<file path="src/common/pet_pkg.sv">
package pet_pkg;

  // Count pulse source codes, as loaded into the source select field
  typedef enum logic [1:0] {
    PET_DIV256 = 2'b00,
    PET_EVENT  = 2'b01,
    PET_DIV32  = 2'b10,
    PET_DIV4   = 2'b11
  } pet_mode_t;

  // One cycle strobes from the instruction executor
  typedef struct packed {
    logic       portOutOp;
    logic       clearStartOp;
    logic       countReadOp;
    logic       flagSkipTestOp;
    logic [3:0] acc;
  } pet_cpu_op_t;

  localparam int PET_COUNT_W = 8;
  localparam int PET_PRE_W = 8;
  localparam int PET_ACC_SEL_HI = 2;
  localparam int PET_ACC_SEL_LO = 1;
  localparam logic [PET_COUNT_W-1:0] PET_COUNT_RST = 8'h00;
  localparam logic [PET_COUNT_W-1:0] PET_COUNT_MAX = 8'hff;
  localparam logic [PET_COUNT_W-1:0] PET_COUNT_ONE = 8'h01;
  localparam logic [PET_PRE_W-1:0] PET_PRE_RST = 8'h00;
  localparam logic [PET_PRE_W-1:0] PET_PRE_ONE = 8'h01;
  localparam logic [PET_PRE_W-1:0] PET_MASK_DIV4 = 8'h03;
  localparam logic [PET_PRE_W-1:0] PET_MASK_DIV32 = 8'h1f;
  localparam logic [PET_PRE_W-1:0] PET_MASK_DIV256 = 8'hff;
  localparam pet_mode_t PET_MODE_RST = PET_DIV256;

endpackage

</file>
<file path="src/core/pet_timer.sv">
`timescale 1ns/10ps
module pet_timer
  import pet_pkg::*;
(
  // Clock and reset
  input wire logic clk,
  input wire logic nrst,
  // Instruction executor strobes
  input pet_cpu_op_t cpuOp,
  // External event pin, asynchronous
  input wire logic eventPin,
  // Answers to the executor
  output logic [PET_COUNT_W-1:0] readCount,
  output logic readValid,
  output logic skipTaken,
  output logic skipValid,
  // Status
  output logic overflowTestFlag,
  output logic counterOverflow,
  output logic standbyRelease,
  output logic [1:0] sourceSel,
  output logic cpuClockPhase
);

  pet_mode_t modeSel_r;
  logic [PET_COUNT_W-1:0] count_r;
  logic [PET_COUNT_W-1:0] readCount_r;
  logic readValid_r;
  logic skipTaken_r;
  logic skipValid_r;
  logic flag_r;
  logic ovfPulse_r;
  logic release_r;
  logic cpuPhase_r;
  logic evSync1_r;
  logic evSync2_r;
  logic evPrev_r;
  logic pending_r;
  logic preTick;
  logic eventRise;
  logic countPulse;
  logic pulseEff;
  logic overflowEv;
  logic flag_nxt;

  // Mode field write; acc bit 0 is the other party's duty and is ignored
  always_ff @(posedge clk) begin
    if (!nrst) begin
      modeSel_r <= PET_MODE_RST;
    end else if (cpuOp.portOutOp) begin
      modeSel_r <= pet_mode_t'({cpuOp.acc[PET_ACC_SEL_HI],
                                cpuOp.acc[PET_ACC_SEL_LO]});
    end
  end

  pet_prescaler u_prescaler (
    .clk(clk),
    .nrst(nrst),
    .clear(cpuOp.clearStartOp),
    .modeSel(modeSel_r),
    .preTick(preTick)
  );

  // Event pin synchroniser; only the second stage feeds the edge detector
  always_ff @(posedge clk) begin
    if (!nrst) begin
      evSync1_r <= 1'b0;
      evSync2_r <= 1'b0;
      evPrev_r <= 1'b0;
    end else begin
      evSync1_r <= eventPin;
      evSync2_r <= evSync1_r;
      evPrev_r <= evSync2_r;
    end
  end

  assign eventRise = evSync2_r && !evPrev_r;

  // Source multiplexer
  always_comb begin
    case (modeSel_r)
      PET_EVENT: countPulse = eventRise;
      PET_DIV4, PET_DIV32, PET_DIV256: countPulse = preTick;
      default: countPulse = 1'b0;
    endcase
  end

  // A pulse landing in a read is parked and applied after it, so the
  // read never sees a moving value and no pulse is lost
  assign pulseEff = (countPulse || pending_r) && !cpuOp.countReadOp;
  assign overflowEv = pulseEff && (count_r == PET_COUNT_MAX)
                      && !cpuOp.clearStartOp;

  always_ff @(posedge clk) begin
    if (!nrst || cpuOp.clearStartOp) begin
      pending_r <= 1'b0;
    end else begin
      pending_r <= cpuOp.countReadOp && (countPulse || pending_r);
    end
  end

  // Count register; wrap to zero falls out of the 8-bit add
  always_ff @(posedge clk) begin
    if (!nrst) begin
      count_r <= PET_COUNT_RST;
    end else if (cpuOp.clearStartOp) begin
      count_r <= PET_COUNT_RST;
    end else if (pulseEff) begin
      count_r <= count_r + PET_COUNT_ONE;
    end
  end

  // Overflow test flag: a new overflow wins over a same-cycle skip test
  always_comb begin
    flag_nxt = flag_r;
    if (overflowEv) begin
      flag_nxt = 1'b1;
    end else if (cpuOp.flagSkipTestOp || cpuOp.clearStartOp) begin
      flag_nxt = 1'b0;
    end
  end

  always_ff @(posedge clk) begin
    if (!nrst) begin
      flag_r <= 1'b0;
      ovfPulse_r <= 1'b0;
      release_r <= 1'b0;
    end else begin
      flag_r <= flag_nxt;
      ovfPulse_r <= overflowEv;
      release_r <= flag_nxt;
    end
  end

  // Skip answer reports the flag as it stood when tested
  always_ff @(posedge clk) begin
    if (!nrst) begin
      skipTaken_r <= 1'b0;
      skipValid_r <= 1'b0;
    end else begin
      skipValid_r <= cpuOp.flagSkipTestOp;
      skipTaken_r <= cpuOp.flagSkipTestOp && flag_r;
    end
  end

  // Count read
  always_ff @(posedge clk) begin
    if (!nrst) begin
      readCount_r <= PET_COUNT_RST;
      readValid_r <= 1'b0;
    end else begin
      readValid_r <= cpuOp.countReadOp;
      if (cpuOp.countReadOp) begin
        readCount_r <= count_r;
      end
    end
  end

  // CPU clock phase at half the system rate
  always_ff @(posedge clk) begin
    if (!nrst) begin
      cpuPhase_r <= 1'b0;
    end else begin
      cpuPhase_r <= !cpuPhase_r;
    end
  end

  assign readCount = readCount_r;
  assign readValid = readValid_r;
  assign skipTaken = skipTaken_r;
  assign skipValid = skipValid_r;
  assign overflowTestFlag = flag_r;
  assign counterOverflow = ovfPulse_r;
  assign standbyRelease = release_r;
  assign sourceSel = modeSel_r;
  assign cpuClockPhase = cpuPhase_r;
endmodule

</file>
<file path="src/core/pet_prescaler.sv">
`timescale 1ns/10ps
module pet_prescaler
  import pet_pkg::*;
(
  // Clock and reset
  input wire logic clk,
  input wire logic nrst,
  // Control
  input wire logic clear,
  input pet_mode_t modeSel,
  // Tick towards the counter
  output logic preTick
);

  logic [PET_PRE_W-1:0] preCnt_r;
  logic [PET_PRE_W-1:0] mask;

  // One free-running divider serves all three ratios, so a mode change
  // takes effect at the next boundary of the new ratio
  always_comb begin
    case (modeSel)
      PET_DIV4: mask = PET_MASK_DIV4;
      PET_DIV32: mask = PET_MASK_DIV32;
      PET_DIV256: mask = PET_MASK_DIV256;
      default: mask = PET_MASK_DIV256;
    endcase
  end

  always_ff @(posedge clk) begin
    if (!nrst || clear) begin
      preCnt_r <= PET_PRE_RST;
    end else begin
      preCnt_r <= preCnt_r + PET_PRE_ONE;
    end
  end

  assign preTick = (modeSel != PET_EVENT) && ((preCnt_r & mask) == mask);

endmodule

</file>
<file path="config.mk">
export PLATFORM = sky130hd
export DESIGN_NAME = pet_timer
export DESIGN_NICKNAME = d
export VERILOG_FILES = /design/src/common/pet_pkg.sv /design/src/core/pet_timer.sv /design/src/core/pet_prescaler.sv
export SDC_FILE = /design/constraint.sdc
export NUM_CORES = 1
export LEC_CHECK = 0
export ABC_AREA = 1
export BUFFER_PORTS_ARGS = -buffer_cell sky130_fd_sc_hd__buf_2
export CAP_MARGIN = 20
export CORE_MARGIN = 2
export CORE_UTILIZATION = 45
export DETAILED_ROUTE_END_ITERATION = 8
export PLACE_DENSITY_LB_ADDON = 0.12
export RECOVER_POWER = 25
export SYNTH_ARGS = -nofsm -noshare
export SYNTH_HDL_FRONTEND = slang
export SYNTH_SLANG_ARGS = --single-unit
</file>
<file path="constraint.sdc">
create_clock -name clk -period 2.7 [get_ports clk]
set_clock_uncertainty 0.15 [all_clocks]
set_input_delay 0.54 -clock clk [delete_from_list [all_inputs] [get_ports clk]]
set_output_delay 0.54 -clock clk [all_outputs]
set_load 0.005 [all_outputs]
</file>
==> impl_metrics.tcl <==
set metrics [dict create \
    synth.avg_cell_area_um2 8.08 \
    status "finished, final reports clean" \
    grt_setup_unrepaired "no" \
    wl_um 2640 \
    synth_fp_nets 193 \
    initial_utilization 0.476 \
    critPathLaunchType "input port" \
    grt_pass1_vias 1077 \
    worstHoldPathType "in2reg" \
    via_per_inst 4.56 \
    cts_tree "yes" \
    fill_cells 309 \
    ant_nets 0 \
    rows 20 \
    setup_tns_ns 0 \
    cts_root_buffer "clkbuf_4" \
    critical-path-max-stage-delay_ns 0.45 \
    diodes 0 \
    drc 0 \
    crit_family "buffers and inverters" \
    finalCriticalPeriod_ns 1.79 \
    ctsResizeCount 0 \
    dr.pass1.iters 4 \
    internal_power_uw 695 \
    grt_use_total 0.164 \
    powerDensity_nw_per_um2 537 \
    seq_power_share 0.611 \
    path_cells "clkbuf_1 -> inv_1 -> nor2_4 -> inv_2 -> nor2_1 -> nand3_1 -> nand2_1" \
    ir_drop_mv 0.316 \
    finalCritPeriodShare 0.664 \
    worstPathMaxFanout 16 \
    slew_headroom 0.600 \
    dp_slack_ns 0.872 \
    nNetsFinal 222 \
    gp_congestion 0.809 \
    drt-initial-drc-count 55 \
    finalMaxSlewViolations 0 \
    wire_per_inst_um 10.4 \
    post_cts_buffers 0 \
    synthCells 180 \
    seq_area_um2 721 \
    max_clock_freq_ghz 0.558 \
    p_total_uw 903 \
    htree_levels 2 \
    dieHeight_um 60.8 \
    antenna_found_initial 0 \
    clk_pin_slew_ns 0.10 \
    dp_hpwl_um 1980 \
    dieWidth_um 60.8 \
    synth-seq-cells 36 \
    endpoint_kind "flip-flop" \
    setup_viol 0 \
    cts-buffers-inserted 5 \
    clock_path_buffers 2 \
    crit_type "in2reg" \
    io_pins 28 \
    critPathRequiredTime_ns 2.82 \
    die_area_um2 3700 \
    syn-cell-area_um2 1450 \
    arrival_ns 1.92 \
    p_leak_uw 0.000728 \
    cap_violations 0 \
    clockPowerShare 0.326 \
    coreArea_um2 3050 \
    clkLatencyLatePin_ns 0.33 \
    crit_slowest_cell "clkbuf_1" \
    vias 1159 \
    synth_cell_type_count 24 \
    area_delta_synth_final_pct 15.6 \
    p_sw_uw 207 \
    hold_viol 0 \
    comb_power_share 0.062 \
    drive_gt1_frac 0.238 \
    grt_pass1_wl_um 4460 \
    setup_ws_ns 0.908 \
    crit_buf_inv 3 \
    ys_seq_area_frac 0.496 \
    worst_pin_slew_ns 0.600 \
    swShare 0.230 \
    cts.sinks 36 \
    cts_hold_buf 0 \
    multi_input_area_um2 611 \
    grt_max_degree 18 \
    portBuffers 25 \
    synth-warning-count 0 \
    grt.overflow.total 0 \
]
cell families (layout without fill, tap and decap cells):
logic type / Yosys count / in the layout / share of synthesized area
and+or+nand+nor: 71 / 71 / 0.221
AOI/OAI and AO/OA: 35 / 35 / 0.145
adders and majority gates: 2 / 2 / 0.0172
DFF: 36 / 36 / 0.496
xor gates and xnor gates: 6 / 6 / 0.0361
buffers and inverters: 30 / 60 / 0.0843
cells in the final DEF (no fill, tap or decap), drive strengths merged, types with 2 or more instances in the layout:
| cell type | n |
|---|---|
| ha | 2 |
| buf | 24 |
| a21oi | 18 |
| nand4 | 2 |
| o21ai | 16 |
| dfxtp | 36 |
| inv | 25 |
| nor2 | 30 |
| nand2 | 31 |
| clkbuf | 8 |
| nand3 | 7 |
| xor2 | 5 |
| clkinv | 2 |
layout make-up:
| type | count | share of cell area |
|---|---|---|
| repair buffers | 25 | 0.0737 |
| multi-input cells | 114 | 0.363 |
| clock buffers | 7 | 0.0328 |
| inverters | 27 | 0.0640 |
| flip-flops and latches | 36 | 0.429 |
| well taps | 44 | 0.0328 |
| clock inverters | 1 | 0.00447 |
final timing paths:
check                                          start                          end  slack (ns)  depth (start not counted)
setup / recovery                                nrst  standbyRelease$_SDFFE_PN0P_        0.91                          7
hold / removal                              eventPin         evSync1_r$_SDFF_PN0_        0.24                          3
setup reg to reg  u_prescaler.preCnt_r[0]$_SDFF_PP0_      count_r[4]$_SDFFE_PP0P_        1.17                          9
hold reg to reg             cpuClockPhase$_SDFF_PN0_     cpuClockPhase$_SDFF_PN0_        0.27                          1
per-stage QoR:
| stage | cells | hold WS [ns] | area (um2) | utilization |
|---|---|---|---|---|
| CTS | 254 | 0.232 | 1680 | 0.551 |
| global route | 254 | 0.237 | 1680 | 0.550 |
| global placement | 246 | 0.244 | 1620 | 0.530 |
| finish | 254 | 0.244 | 1680 | 0.550 |
| detailed placement | 246 | 0.258 | 1620 | 0.530 |
| floorplan | 180 | 0.240 | 1450 | - |
power groups by stage:
stage	clock network, uW	logic, uW	registers [uW]
5_1_grt	330	65.2	554
4_1_cts	310	58.2	552
6_report	295	56.2	552
2_1_floorplan	0	31.7	565
3_5_place_dp	0	58.0	564
3_3_place_gp	0	56.2	564
registers in the layout, indices dropped and copies added, names as in the netlist:
| name | count |
|---|---|
| cpuClockPhase | 1 |
| evSync1_r | 1 |
| evSync2_r | 1 |
| u_prescaler.preCnt_r | 8 |
| skipTaken | 1 |
| skipValid | 1 |
| count_r | 8 |
| sourceSel | 2 |
| counterOverflow | 1 |
| standbyRelease | 1 |
| evPrev_r | 1 |
| pending_r | 1 |
| readCount | 8 |
| readValid | 1 |
layer usage:
metal  part of all wire  up-vias  GRT usage
li1                   -      621          -
met1               0.44      517      0.192
met2               0.51       16      0.284
met3              0.033        5     0.0384
met4              0.014        0     0.0745
met5                  0        -          0
worst min-delay path: cells and delay by family:
kind,cells,cell delay (ns)
buf+inv,2,0.11
simple gates,1,0.04
cell usage after synthesis:
cell type,n,area [um2]
nand2_4,2,22.5
clkinv_4,1,8.76
xnor2_1,1,8.76
nand3_2,1,10.0
clkinv_2,1,5.00
nand2_1,26,97.6
xor2_1,5,43.8
nand3_1,6,30.0
a21oi_1,12,60.1
nand4_1,2,12.5
o21ai_0,5,25.0
clkbuf_1,2,7.51
o21bai_4,1,18.8
nor2_4,1,11.3
dfxtp_1,36,721
nor2_1,29,109
inv_2,3,11.3
nand2_2,3,18.8
a21oi_2,6,52.6
inv_1,22,82.6
nor3_2,1,10.0
buf_4,1,7.51
ha_1,2,25.0
o21ai_1,11,55.1
Power figures use the tool's default switching activity.
